===== src/core/crxs_defs.svh =====
// Register offsets, field positions, reset values and counts for the rx status block
`ifndef CRXS_DEFS_SVH
`define CRXS_DEFS_SVH
`define CRXS_ADDR_W        8
`define CRXS_OFF_STATUS    8'h0B
`define CRXS_OFF_BITCTRL   8'h0C
`define CRXS_OFF_COLL      8'h0D
`define CRXS_OFF_IRQ_STAT  8'h20
`define CRXS_OFF_IRQ_MASK  8'h21
`define CRXS_OFF_ERROR     8'h22
`define CRXS_BIT_CIPHER    5
`define CRXS_BIT_KEEP      7
`define CRXS_BIT_COLLISION_AS_INTEGRITY_ERROR    3
`define CRXS_BIT_CPVALID   7
`define CRXS_RST_BITCTRL   8'h00
`define CRXS_RST_MASK      3'h0
`define CRXS_COLL_MAX      7'h3F
`define CRXS_IRQ_COLL      0
`define CRXS_IRQ_INTEG     1
`define CRXS_IRQ_RXDONE    2
`define CRXS_IRQ_W         3
`endif


===== src/core/crxs_pkg.sv =====
// Types shared by the rx status block
package crxs_pkg;
    typedef enum logic [2:0] {
        CRXS_IDLE,
        CRXS_TX_WAIT,
        CRXS_TXING,
        CRXS_RX_WAIT,
        CRXS_WAIT_DATA,
        CRXS_RXING
    } crxs_state_e;
endpackage


===== src/core/crxs_top.sv =====
// Transceiver status, receive bit framing and collision position registers
//
// The address-and-strobe port was chosen for this implementation.
module crxs_top (
    input  wire logic       clock_i,
    input  wire logic       rst_b_i,
    input  wire logic [7:0] addr_i,
    input  wire logic [7:0] wdata_i,
    input  wire logic       wr_i,
    input  wire logic       rd_i,
    output logic      [7:0] rdata_o,
    output logic            irq_o,
    input  wire logic       tx_start_i,
    input  wire logic       tx_done_i,
    input  wire logic       rx_sof_i,
    input  wire logic       rx_end_i,
    input  wire logic       abort_i,
    input  wire logic       auth_ok_i,
    input  wire logic       bit_valid_i,
    input  wire logic       bit_data_i,
    input  wire logic       bit_coll_i,
    input  wire logic       bit_in_eof_i,
    output logic            cipher_active_o,
    output logic      [2:0] link_state_o,
    output logic            store_valid_o,
    output logic      [7:0] store_byte_o,
    output logic            byte_oriented_o
);
    `include "crxs_defs.svh"

    logic                 rst_s1_q;
    logic                 rst_n_q;
    crxs_pkg::crxs_state_e state_q;
    logic                 cipher_q;
    logic           [7:0] bitctrl_q;
    logic           [2:0] last_bits_q;
    logic           [6:0] coll_pos_q;
    logic                 coll_valid_q;
    logic                 coll_seen_q;
    logic           [9:0] bit_idx_q;
    logic           [7:0] shift_q;
    logic           [2:0] wpos_q;
    logic           [1:0] err_q;
    logic [`CRXS_IRQ_W-1:0] irq_stat_q;
    logic [`CRXS_IRQ_W-1:0] irq_mask_q;
    logic           [2:0] align;
    logic                 keep_bits;
    logic                 stored_bit;
    logic                 coll_evt;
    logic                 rx_start;
    logic           [9:0] abs_idx;
    logic [`CRXS_IRQ_W-1:0] irq_set;

    // Reset release through two stages
    always_ff @(posedge clock_i or negedge rst_b_i) begin
        if (!rst_b_i) begin
            rst_s1_q <= 1'b0;
            rst_n_q  <= 1'b0;
        end else begin
            rst_s1_q <= 1'b1;
            rst_n_q  <= rst_s1_q;
        end
    end

    assign align      = bitctrl_q[6:4];
    assign keep_bits  = bitctrl_q[`CRXS_BIT_KEEP];
    assign rx_start   = (state_q == crxs_pkg::CRXS_WAIT_DATA) && rx_sof_i;
    // EOF collisions never count; may arrive without a data bit strobe
    assign coll_evt   = bit_coll_i && !bit_in_eof_i;
    assign stored_bit = (coll_seen_q && !keep_bits) ? 1'b0 : bit_data_i;
    assign abs_idx    = bit_idx_q + {7'h00, align};

    // Transceiver state machine
    always_ff @(posedge clock_i or negedge rst_n_q) begin
        if (!rst_n_q) begin
            state_q <= crxs_pkg::CRXS_IDLE;
        end else if (abort_i) begin
            state_q <= crxs_pkg::CRXS_IDLE;
        end else begin
            case (state_q)
                crxs_pkg::CRXS_IDLE: begin
                    if (tx_start_i) begin
                        state_q <= crxs_pkg::CRXS_TX_WAIT;
                    end
                end
                crxs_pkg::CRXS_TX_WAIT: begin
                    state_q <= crxs_pkg::CRXS_TXING;
                end
                crxs_pkg::CRXS_TXING: begin
                    if (tx_done_i) begin
                        state_q <= crxs_pkg::CRXS_RX_WAIT;
                    end
                end
                crxs_pkg::CRXS_RX_WAIT: begin
                    state_q <= crxs_pkg::CRXS_WAIT_DATA;
                end
                crxs_pkg::CRXS_WAIT_DATA: begin
                    if (rx_sof_i) begin
                        state_q <= crxs_pkg::CRXS_RXING;
                    end
                end
                crxs_pkg::CRXS_RXING: begin
                    if (rx_end_i) begin
                        state_q <= crxs_pkg::CRXS_IDLE;
                    end
                end
                default: begin
                    state_q <= crxs_pkg::CRXS_IDLE;
                end
            endcase
        end
    end

    // State coding for software; 100b has no state mapped to it
    always_ff @(posedge clock_i or negedge rst_n_q) begin
        if (!rst_n_q) begin
            link_state_o <= 3'h0;
        end else begin
            case (state_q)
                crxs_pkg::CRXS_TX_WAIT:   link_state_o <= 3'h1;
                crxs_pkg::CRXS_TXING:     link_state_o <= 3'h3;
                crxs_pkg::CRXS_RX_WAIT:   link_state_o <= 3'h5;
                crxs_pkg::CRXS_WAIT_DATA: link_state_o <= 3'h6;
                crxs_pkg::CRXS_RXING:     link_state_o <= 3'h7;
                default:                  link_state_o <= 3'h0;
            endcase
        end
    end

    // Cipher enable: auth sets, host may only clear
    always_ff @(posedge clock_i or negedge rst_n_q) begin
        if (!rst_n_q) begin
            cipher_q <= 1'b0;
        end else if (auth_ok_i) begin
            cipher_q <= 1'b1;
        end else if (wr_i && addr_i == `CRXS_OFF_STATUS && !wdata_i[`CRXS_BIT_CIPHER]) begin
            cipher_q <= 1'b0;
        end
    end

    // Framing control, writable fields only; last bits come from decoder
    always_ff @(posedge clock_i or negedge rst_n_q) begin
        if (!rst_n_q) begin
            bitctrl_q <= `CRXS_RST_BITCTRL;
        end else if (wr_i && addr_i == `CRXS_OFF_BITCTRL) begin
            bitctrl_q <= {wdata_i[7:3], 3'h0};
        end
    end

    // Valid bits of last byte: cleared at start, loaded at bit-oriented end
    always_ff @(posedge clock_i or negedge rst_n_q) begin
        if (!rst_n_q) begin
            last_bits_q <= 3'h0;
        end else if (rx_start) begin
            last_bits_q <= 3'h0;
        end else if (state_q == crxs_pkg::CRXS_RXING && rx_end_i && align != 3'h0) begin
            last_bits_q <= wpos_q;
        end
    end

    // Bit assembly: write position starts at offset, wraps per byte
    always_ff @(posedge clock_i or negedge rst_n_q) begin
        if (!rst_n_q) begin
            wpos_q        <= 3'h0;
            shift_q       <= 8'h00;
            store_valid_o <= 1'b0;
            store_byte_o  <= 8'h00;
        end else begin
            store_valid_o <= 1'b0;
            if (rx_start) begin
                wpos_q  <= align;
                shift_q <= 8'h00;
            end else if (state_q == crxs_pkg::CRXS_RXING && bit_valid_i) begin
                wpos_q <= wpos_q + 3'h1;
                shift_q[wpos_q] <= stored_bit;
                if (wpos_q == 3'h7) begin
                    store_valid_o <= 1'b1;
                    store_byte_o  <= {stored_bit, shift_q[6:0]};
                    shift_q       <= 8'h00;
                end
            end else if (state_q == crxs_pkg::CRXS_RXING && rx_end_i && wpos_q != 3'h0) begin
                store_valid_o <= 1'b1;
                store_byte_o  <= shift_q;
            end
        end
    end

    // Collision tracking; index counts data bits only
    always_ff @(posedge clock_i or negedge rst_n_q) begin
        if (!rst_n_q) begin
            bit_idx_q    <= 10'h000;
            coll_seen_q  <= 1'b0;
            coll_pos_q   <= 7'h00;
            coll_valid_q <= 1'b0;
        end else if (rx_start) begin
            bit_idx_q    <= 10'h000;
            coll_seen_q  <= 1'b0;
            coll_pos_q   <= 7'h00;
            coll_valid_q <= 1'b0;
        end else if (state_q == crxs_pkg::CRXS_RXING && bit_valid_i) begin
            if (bit_idx_q != 10'h3FF) begin
                bit_idx_q <= bit_idx_q + 10'h001;
            end
            if (coll_evt && !coll_seen_q) begin
                coll_seen_q <= 1'b1;
                // Beyond eight bytes the position cannot be shown
                if (abs_idx <= {3'h0, `CRXS_COLL_MAX}) begin
                    coll_pos_q   <= abs_idx[6:0];
                    coll_valid_q <= 1'b1;
                end
            end
        end
    end

    // Error flags: collision and integrity, cleared at reception start
    always_ff @(posedge clock_i or negedge rst_n_q) begin
        if (!rst_n_q) begin
            err_q <= 2'h0;
        end else if (rx_start) begin
            err_q <= 2'h0;
        end else if (state_q == crxs_pkg::CRXS_RXING && coll_evt) begin
            err_q[0] <= 1'b1;
            if (bitctrl_q[`CRXS_BIT_COLLISION_AS_INTEGRITY_ERROR]) begin
                err_q[1] <= 1'b1;
            end
        end
    end

    assign irq_set[`CRXS_IRQ_COLL]   = state_q == crxs_pkg::CRXS_RXING && coll_evt;
    assign irq_set[`CRXS_IRQ_INTEG]  = irq_set[`CRXS_IRQ_COLL] && bitctrl_q[`CRXS_BIT_COLLISION_AS_INTEGRITY_ERROR];
    assign irq_set[`CRXS_IRQ_RXDONE] = state_q == crxs_pkg::CRXS_RXING && rx_end_i;

    // Sticky events; a new event beats a same-cycle clear
    always_ff @(posedge clock_i or negedge rst_n_q) begin
        if (!rst_n_q) begin
            irq_stat_q <= '0;
            irq_mask_q <= `CRXS_RST_MASK;
        end else begin
            if (wr_i && addr_i == `CRXS_OFF_IRQ_STAT) begin
                irq_stat_q <= (irq_stat_q & ~wdata_i[`CRXS_IRQ_W-1:0]) | irq_set;
            end else begin
                irq_stat_q <= irq_stat_q | irq_set;
            end
            if (wr_i && addr_i == `CRXS_OFF_IRQ_MASK) begin
                irq_mask_q <= wdata_i[`CRXS_IRQ_W-1:0];
            end
        end
    end

    // Registered outputs and read data one cycle after strobe
    always_ff @(posedge clock_i or negedge rst_n_q) begin
        if (!rst_n_q) begin
            rdata_o         <= 8'h00;
            irq_o           <= 1'b0;
            cipher_active_o <= 1'b0;
            byte_oriented_o <= 1'b1;
        end else begin
            irq_o           <= |(irq_stat_q & irq_mask_q);
            cipher_active_o <= cipher_q;
            byte_oriented_o <= (align == 3'h0);
            rdata_o         <= 8'h00;
            if (rd_i) begin
                case (addr_i)
                    `CRXS_OFF_STATUS:   rdata_o <= {2'h0, cipher_q, 2'h0, link_state_o};
                    `CRXS_OFF_BITCTRL:  rdata_o <= {bitctrl_q[7:3], last_bits_q};
                    `CRXS_OFF_COLL:     rdata_o <= {coll_valid_q, coll_pos_q};
                    `CRXS_OFF_IRQ_STAT: rdata_o <= {5'h00, irq_stat_q};
                    `CRXS_OFF_IRQ_MASK: rdata_o <= {5'h00, irq_mask_q};
                    `CRXS_OFF_ERROR:    rdata_o <= {6'h00, err_q};
                    default:            rdata_o <= 8'h00;
                endcase
            end
        end
    end

    // Self-checks on framing, collision and status behaviour
    chk_valid_only_coll: assert property (@(posedge clock_i) disable iff (!rst_n_q)
        coll_valid_q |-> coll_seen_q && coll_pos_q <= `CRXS_COLL_MAX)
        else $error("collision valid without collision");
    chk_state_no_four: assert property (@(posedge clock_i) disable iff (!rst_n_q)
        link_state_o != 3'h4)
        else $error("link state shows unused code");
    chk_cipher_set_auth: assert property (@(posedge clock_i) disable iff (!rst_n_q)
        $rose(cipher_q) |-> $past(auth_ok_i))
        else $error("cipher set without authenticate");
    chk_cipher_clear: assert property (@(posedge clock_i) disable iff (!rst_n_q)
        wr_i && addr_i == `CRXS_OFF_STATUS && !wdata_i[5] && !auth_ok_i |=> !cipher_q)
        else $error("cipher not cleared by write");
    chk_zero_after_coll: assert property (@(posedge clock_i) disable iff (!rst_n_q)
        state_q == crxs_pkg::CRXS_RXING && bit_valid_i && coll_seen_q && !keep_bits
        |=> shift_q[$past(wpos_q)] == 1'b0 || store_valid_o)
        else $error("bit after collision not zeroed");
    chk_first_position: assert property (@(posedge clock_i) disable iff (!rst_n_q)
        rx_start |=> wpos_q == $past(align))
        else $error("first bit position wrong");
    chk_wrap_store: assert property (@(posedge clock_i) disable iff (!rst_n_q)
        state_q == crxs_pkg::CRXS_RXING && bit_valid_i && wpos_q == 3'h7 && !rx_start
        |=> store_valid_o ##0 wpos_q == 3'h0)
        else $error("no wrap after bit seven");
    chk_integ_from_coll: assert property (@(posedge clock_i) disable iff (!rst_n_q)
        state_q == crxs_pkg::CRXS_RXING && coll_evt && bitctrl_q[3] |=> err_q == 2'h3)
        else $error("collision flags not raised");
    chk_last_bits_clr: assert property (@(posedge clock_i) disable iff (!rst_n_q)
        rx_start |=> last_bits_q == 3'h0)
        else $error("last bits not cleared");
    chk_byte_mode_flag: assert property (@(posedge clock_i) disable iff (!rst_n_q)
        byte_oriented_o == ($past(align) == 3'h0))
        else $error("byte mode flag wrong");
    chk_coll_err_set: assert property (@(posedge clock_i) disable iff (!rst_n_q)
        state_q == crxs_pkg::CRXS_RXING && coll_evt |=> err_q[0])
        else $error("collision flag not raised");
    chk_coll_err_cause: assert property (@(posedge clock_i) disable iff (!rst_n_q)
        $rose(err_q[0]) |-> $past(bit_coll_i && !bit_in_eof_i))
        else $error("collision flag without collision");
    chk_integ_needs_ctrl: assert property (@(posedge clock_i) disable iff (!rst_n_q)
        $rose(err_q[1]) |-> $past(bitctrl_q[`CRXS_BIT_COLLISION_AS_INTEGRITY_ERROR]))
        else $error("integrity error without control");
    chk_last_bits_hold: assert property (@(posedge clock_i) disable iff (!rst_n_q)
        state_q == crxs_pkg::CRXS_RXING && rx_end_i && align == 3'h0 |=> $stable(last_bits_q))
        else $error("last bits loaded in byte mode");
    chk_first_coll_kept: assert property (@(posedge clock_i) disable iff (!rst_n_q)
        coll_valid_q && !rx_start |=> $stable(coll_pos_q))
        else $error("collision position overwritten");
    chk_status_reserved: assert property (@(posedge clock_i) disable iff (!rst_n_q)
        rd_i && addr_i == `CRXS_OFF_STATUS |=> rdata_o[7:6] == 2'h0 && rdata_o[4:3] == 2'h0)
        else $error("reserved status bits set");
endmodule


===== config.mk =====
export PLATFORM = sky130hd
export DESIGN_NAME = crxs_top
export DESIGN_NICKNAME = d
export VERILOG_FILES = /design/src/core/crxs_pkg.sv /design/src/core/crxs_top.sv
export VERILOG_INCLUDE_DIRS = /design/src /design/src/core
export SDC_FILE = /design/constraint.sdc
export NUM_CORES = 1
export LEC_CHECK = 0
export BUFFER_PORTS_ARGS = -buffer_cell sky130_fd_sc_hd__buf_2
export CELL_PAD_IN_SITES_DETAIL_PLACEMENT = 0
export CELL_PAD_IN_SITES_GLOBAL_PLACEMENT = 1
export CORE_MARGIN = 1.5
export CORE_UTILIZATION = 40
export CTS_CLUSTER_SIZE = 8
export DETAILED_ROUTE_END_ITERATION = 16
export HOLD_SLACK_MARGIN = 0.02
export PLACE_DENSITY_LB_ADDON = 0.1
export SLEW_MARGIN = 10
export SYNTH_ARGS = -nofsm -noshare
export SYNTH_HDL_FRONTEND = slang
export SYNTH_SLANG_ARGS = --single-unit

===== constraint.sdc =====
create_clock -name clock_i -period 2.15 [get_ports clock_i]
set_input_delay 0 -clock clock_i [delete_from_list [all_inputs] [get_ports clock_i]]
set_output_delay 0 -clock clock_i [all_outputs]
set_load 0.01 [all_outputs]

==> metrics.md, run 1 <==
| Metric | Value |
|---|---|
| Fillers | 793 |
| Number of vias per cell | 5.12 |
| Setup CP Type | register to register |
| Max transition margin | 0.556 |
| Final Power | 0.00307 W |
| Root Buffer | clkbuf_8 |
| Switching Fraction | 0.276 |
| Tmin final | 2080 ps |
| Final hold vios | 0 |
| VDD IR max | 0.000304 V |
| CP Launch Type | register |
| Area grow syn2layout | 24.6% |
| Unrepaired setup endpoints after global routing | yes |
| Cells after Synth | 337 |
| Setup violators final | 0 |
| Drt first pass iters | 5 |
| Syn Area/Cell | 10.7 µm² |
| TritonCTS buffer count | 9 |
| Final ANT Viol Nets | 0 |
| Clk sinks | 75 |
| Met1 GRT Util | 0.265 |
| Final WL | 8.17 mm |
| Residual DRC | 0 |
| Fin Clk Skew | 9.46 ps |
| Vias in the first global route | 2,777 |
| Ys Warns | 0 |
| Worst hold slack | 52.5 ps |
| Clock power frac | 0.344 |
| CTS tree | yes |
| Synth async-reset ratio | 1.00 |
| CP Max Fanout | 8 |
| Top delay family on crit path | adder cells |
| Fin nets | 464 |
| H-tree levels | 3 |
| Worst hold path type | primary input to register |
| Met3 Use GR | 0.0286 |
| Most crowded layer after global routing | met2 |
| Max-slew violation count | 0 |
| Die area | 9620 µm² |
| Non-Filler Instances | 539 |
| Avg WL per Cell | 15.1 µm |
| Gp weighted congestion | 0.884 |
| Worst-margin pin slew | 665 ps |
| Post-synth cell types | 56 |
| Crit path max-delay cell type | dfrtp_1 |
| # rows | 34 |
| NetSw | 0.000847 W |
| Total grt overflow | 0 |
| Share of layout cells above drive strength 1 | 0.281 |
| Most frequent CP cell | mux2i_1 |
| Clk buf depth | 2 |
| Initial antenna violation count | 0 |
| Die Span Y | 98.1 µm |
| Leak | 2.20 nW |
| I/O Pins | 53 |
| First-pass GRT wire length | 13.8 mm |
| Post-Syn Nets | 375 |
| Gate power share | 0.125 |
| FF+latch count, synth | 75 |
| Power Dens Cells | 681 nW/µm² |
| Buf/Inv on CP | 2 |
| Total GRT Usage | 0.182 |
| CP endpoint kind | register |
| Final worst path period share | 0.969 |
| DRT iter0 DRCs | 120 |
| Chip width | 98.1 µm |
| Skew-Pair Late Insertion Delay | 350 ps |
| Met2 usage | 0.272 |
| Total Negative Setup Slacks | 0 ps |
| Max cap viols | 0 |
| CP peak stage delay | 360 ps |
| Pint | 0.00222 W |
| Run status | complete, no violations |
| Ant diodes | 0 |
| Starting density of the core | 0.414 |
| Seq/Total Area, Yosys | 0.520 |
| Core Util, Final | 0.516 |
| Placed cell count | 504 |
| EDFF count, synth | 0 |
| Sequential power share | 0.531 |
| Arr. time, crit path | 2350 ps |
| Synthesized area | 3610 µm² |
| Max Fclk | 0.480 GHz |
| Final HPWL DP | 5.91 mm |
| Via count | 2,761 |
| CP required | 2420 ps |
| Largest net degree at the start of global routing | 37 |
| Core ar. | 8720 µm² |
| Ys flop type | dfrtp_1 |
| Critical path, cell by cell | ha_2 -> inv_2 -> fa_2 -> nor2b_2 -> o2111ai_1 -> mux2i_1 -> a2111oi_4 -> buf_6 -> mux2i_1 |
| CTS clock-pin slew for the worst setup and hold paths | 80 ps |
| Port buffer count | 52 |
==> final timing paths <==
path,from,endpoint,slack [ps],cells after the start
worst max register to register,bit_idx_q[0],coll_pos_q[2],70,9
max in group asynchronous,rst_n_q,coll_pos_q[1],1260,1
worst min-delay path,rx_sof_i,state_q[0],50,5
worst min register to register,rst_n_q,store_byte_o[3],270,0
worst max-delay path,bit_idx_q[0],coll_pos_q[2],70,9
min in group asynchronous,rst_n_q,store_byte_o[3],270,0
==> cell type report <==
cell class | instances | area (µm²) | area share
inverter | 12 | 45.0 | 0.0100
clock buffer | 11 | 131 | 0.0292
tap | 108 | 135 | 0.0300
timing repair buffer | 92 | 617 | 0.137
clock inverter | 5 | 53.8 | 0.0119
multi-input combinational | 236 | 1640 | 0.365
sequential | 75 | 1880 | 0.417
==> Yosys cell counts (2+ instances only) <==
library cell / n / area [µm²]
nor3_1: 11 / 55.1
nor2_1: 37 / 139
and4_1: 2 / 17.5
mux2_2: 18 / 203
inv_1: 12 / 45.0
a21boi_0: 3 / 22.5
and3_1: 4 / 25.0
a21oi_1: 7 / 35.0
o21ai_0: 12 / 60.1
mux2i_1: 24 / 240
buf_2: 4 / 20.0
o2111ai_1: 2 / 17.5
nand3b_1: 4 / 30.0
nand4_1: 4 / 25.0
xnor2_1: 5 / 43.8
a22oi_1: 4 / 30.0
clkbuf_1: 8 / 30.0
xor2_1: 6 / 52.6
a21o_1: 3 / 22.5
dfrtp_1: 74 / 1850
a31oi_1: 3 / 18.8
nand2_1: 33 / 124
and4b_1: 2 / 20.0
nor3b_1: 2 / 15.0
ha_1: 7 / 87.6
o22ai_1: 3 / 18.8
nand2b_1: 2 / 12.5
nor2b_1: 4 / 25.0
nor4_1: 2 / 12.5
nand3_1: 9 / 45.0
==> placed cells by master, fill, tap and decap left out, types with 11 or more instances in the layout <==
cell,Yosys,routed
dlygate4sd3_1,0,16
dfrtp_1,74,73
mux2i_1,24,24
buf_4,1,22
o21ai_0,12,12
mux2_2,18,18
nor3_1,11,11
inv_1,12,11
nor2_1,37,37
nand2_1,33,33
buf_2,4,52
==> logic make-up (layout without fill, tap and decap cells) <==
family	count (synthesis)	in the layout	share of synthesized area
other	1	1	0.00104
buffers and inverters	26	120	0.0298
and+or+nand+nor	124	124	0.171
DFF	75	75	0.520
muxes	42	42	0.123
adders and majority gates	8	8	0.0298
AOI/OAI and AO/OA	50	50	0.100
xor gates and xnor gates	11	11	0.0267
==> worst reg2reg max path, delay by kind of cell, from the launching register on <==
kind | cells | cell delay [ps]
AND/OR/NAND/NOR | 1 | 150
multiplexers | 2 | 370
AO/OA/AOI/OAI | 2 | 360
adder cells (fa/ha/maj) | 2 | 540
flip-flops | 1 | 360
buffers and inverters | 2 | 240
==> through the flow <==
| stage | worst slack [ps] | instance area [µm²] |
|---|---|---|
| final | 67.4 | 4500 |
| after global routing | -64.2 | 4500 |
| after CTS | 15.1 | 4480 |
| after detailed placement | 38.4 | 4130 |
| after global placement | 114 | 4130 |
| after floorplan | 0.554 | 3620 |
==> metal layers <==
| layer | vias to the layer above | part of all wire |
|---|---|---|
| li1 | 1365 | - |
| met4 | 0 | 0.015 |
| met3 | 10 | 0.039 |
| met5 | - | 0 |
| met1 | 1330 | 0.49 |
| met2 | 56 | 0.45 |
==> sequential cells by signal, indices dropped and copies added (netlist names) <==
register and cells:
bit_idx_q 10, rdata_o 8, shift_q 8, store_byte_o 8
coll_pos_q 7, bitctrl_q 5, irq_mask_q 3, irq_stat_q 3
last_bits_q 3, link_state_o 3, state_q 3, wpos_q 3
err_q 2, byte_oriented_o 1, cipher_active_o 1, cipher_q 1
coll_seen_q 1, coll_valid_q 1, irq_o 1, rst_n_q 1
rst_s1_q 1, store_valid_o 1
==> what timing repair did <==
item,CTS,global route
endpoints found under the setup margin,0,8
resized for setup,0,2
buffers inserted,0,3
hold buffers,16,0
endpoints found under the hold margin,25,0
==> power groups by stage <==
stage,sequential [W],combinational (W),clock [W]
2_1_floorplan,0.00162,0.000231,0
3_3_place_gp,0.00166,0.000357,0
3_5_place_dp,0.00166,0.000360,0
4_1_cts,0.00163,0.000382,0.00109
5_1_grt,0.00165,0.000442,0.00116
6_report,0.00163,0.000384,0.00105
Power figures use the tool's default switching activity.
==> inputs of run 2 (changes only) <==
--- a/config.mk
+++ b/config.mk
@@ -10,7 +10,7 @@
 export CELL_PAD_IN_SITES_DETAIL_PLACEMENT = 0
 export CELL_PAD_IN_SITES_GLOBAL_PLACEMENT = 1
 export CORE_MARGIN = 1.5
-export CORE_UTILIZATION = 40
+export CORE_UTILIZATION = 45
 export CTS_CLUSTER_SIZE = 8
 export DETAILED_ROUTE_END_ITERATION = 16
 export HOLD_SLACK_MARGIN = 0.02
==> constraint.sdc (replaced) <==
create_clock -name clock_i -period 2.1 [get_ports clock_i]
set_input_delay 0 -clock clock_i [delete_from_list [all_inputs] [get_ports clock_i]]
set_output_delay 0 -clock clock_i [all_outputs]
set_load 0.01 [all_outputs]
==> metrics.md, run 2 (synthesized netlist as in run 1, its figures left out) <==
| Metric | Value |
|---|---|
| Largest net degree at the start of global routing | 74 |
| Final hold vios | 0 |
| Power Dens Cells | 712 nW/µm² |
| TritonCTS buffer count | 9 |
| Switching Fraction | 0.270 |
| Max cap viols | 0 |
| Drt first pass iters | 4 |
| # rows | 32 |
| CP peak stage delay | 400 ps |
| Vias in the first global route | 2,695 |
| Via count | 2,773 |
| Post-route cell area | 4540 µm² |
| Pint | 0.00236 W |
| Run status | complete, no violations |
| Largest register FFs | 10 |
| Ant diodes | 0 |
| Met2 usage | 0.317 |
| Max transition margin | 0.547 |
| Biggest register | bit_idx_q |
| Total grt overflow | 0 |
| Area after DPL | 4140 µm² |
| Commonest non-fill, non-tap cells in the layout | dfrtp_1 (73), buf_2 (52), nor2_1 (37) |
| Avg WL per Cell | 15.5 µm |
| Setup violators final | 0 |
| Tmin final | 2050 ps |
| Critical path, cell by cell | ha_4 -> inv_2 -> fa_2 -> nor2b_2 -> o2111ai_2 -> mux2i_1 -> a2111oi_4 -> buf_6 -> mux2i_1 |
| Number of vias per cell | 5.19 |
| H-tree levels | 3 |
| Final HPWL DP | 5.73 mm |
| Starting density of the core | 0.465 |
| Root Buffer | clkbuf_8 |
| Arr. time, crit path | 2320 ps |
| CP required | 2370 ps |
| CP Launch Type | register |
| Core ar. | 7770 µm² |
| NetSw | 0.000871 W |
| VDD IR max | 0.000418 V |
| Final setup margin | 49.6 ps |
| Max-slew violation count | 0 |
| Total Negative Setup Slacks | 0 ps |
| Worst-margin pin slew | 678 ps |
| Port buffer count | 52 |
| Crit path max-delay cell type | dfrtp_1 |
| Unrepaired setup endpoints after global routing | yes |
| DRT iter0 DRCs | 197 |
| Final worst path period share | 0.976 |
| Setup CP Type | register to register |
| Die Span Y | 92.6 µm |
| Fin Clk Skew | 7.43 ps |
| Skew-Pair Late Insertion Delay | 350 ps |
| Met3 Use GR | 0.0419 |
| Gp weighted congestion | 0.829 |
| Pre-CTS WS | -4.68 ps |
| Total GRT Usage | 0.208 |
| I/O Pins | 53 |
| Residual DRC | 0 |
| Share of layout cells above drive strength 1 | 0.287 |
| Gate power share | 0.143 |
| Initial antenna violation count | 0 |
| Final ANT Viol Nets | 0 |
| Met1 GRT Util | 0.298 |
| CTS clock-pin slew for the worst setup and hold paths | 80 ps |
| Fin nets | 465 |
| Worst hold path type | primary input to register |
| Leading cell type in the layout, fill and taps excluded | dfrtp_1 |
| CP Max Fanout | 8 |
| Clk sinks | 75 |
| Max Fclk | 0.488 GHz |
| Clock power frac | 0.353 |
| Most frequent CP cell | mux2i_1 |
| First-pass GRT wire length | 13.8 mm |
| Leak | 2.22 nW |
| Chip width | 92.6 µm |
| CTS tree | yes |
| CP endpoint kind | register |
| Clk buf depth | 2 |
| Most crowded layer after global routing | met2 |
| Area grow syn2layout | 25.6% |
| Final WL | 8.29 mm |
| Sequential power share | 0.504 |
| Die area | 8580 µm² |
run 2: through the flow:
step / total power (W) / utilization / hold WS [ps] / std cells
floorplan: 0.00190 / - / -296 / 337
global placement: 0.00208 / 0.533 / -214 / 500
detailed placement: 0.00209 / 0.533 / -213 / 500
CTS: 0.00325 / 0.580 / 22.9 / 532
global route: 0.00339 / 0.584 / 68.6 / 534
finish: 0.00323 / 0.584 / 42.9 / 534
run 2: what timing repair did:
item	in CTS	in global routing
hold buffers	16	0
gates resized for setup	2	2
endpoints found under the hold margin	21	0
endpoints found under the setup margin	6	8
buffers inserted	0	2
cloned	0	0
run 2: per-layer routing:
layer	share of wire	wire length [µm]
met4	0.014	118
met1	0.48	3960
met3	0.040	332
met5	0	0
met2	0.47	3880
run 2: power by group through the flow:
stage / clock network, W / logic, W / registers (W)
finish: 0.00114 / 0.000461 / 0.00163
global route: 0.00123 / 0.000523 / 0.00164
CTS: 0.00117 / 0.000455 / 0.00163
detailed placement: 0 / 0.000432 / 0.00165
global placement: 0 / 0.000428 / 0.00165
floorplan: 0 / 0.000236 / 0.00166
run 2: critical path: cells and delay by family (launching register included):
family                     cells  cell delay [ps]
adders and majority gates      2              500
DFF                            1              400
muxes                          2              360
AOI/OAI and AO/OA              2              340
buffers and inverters          2              230
and+or+nand+nor                1              150
run 2: worst paths after layout:
path	from	to	slack [ps]	cells past startpoint
setup / recovery	bit_idx_q[0]	coll_pos_q[1]	50	9
hold / removal	bit_in_eof_i	coll_seen_q	40	4
setup reg to reg	bit_idx_q[0]	coll_pos_q[1]	50	9
hold reg to reg	rst_n_q	shift_q[1]	300	1
max in group asynchronous	rst_n_q	byte_oriented_o	1450	1
min in group asynchronous	rst_n_q	shift_q[1]	300	1
run 2: layout make-up:
| type | instances | area, µm² |
|---|---|---|
| fill | 689 | 3230 |
| clock inverter | 4 | 48.8 |
| tap | 102 | 128 |
| clock buffer | 12 | 155 |
| sequential | 75 | 1880 |
| inverter | 12 | 45.0 |
| multi-input combinational | 236 | 1660 |
| timing repair buffer | 93 | 624 |
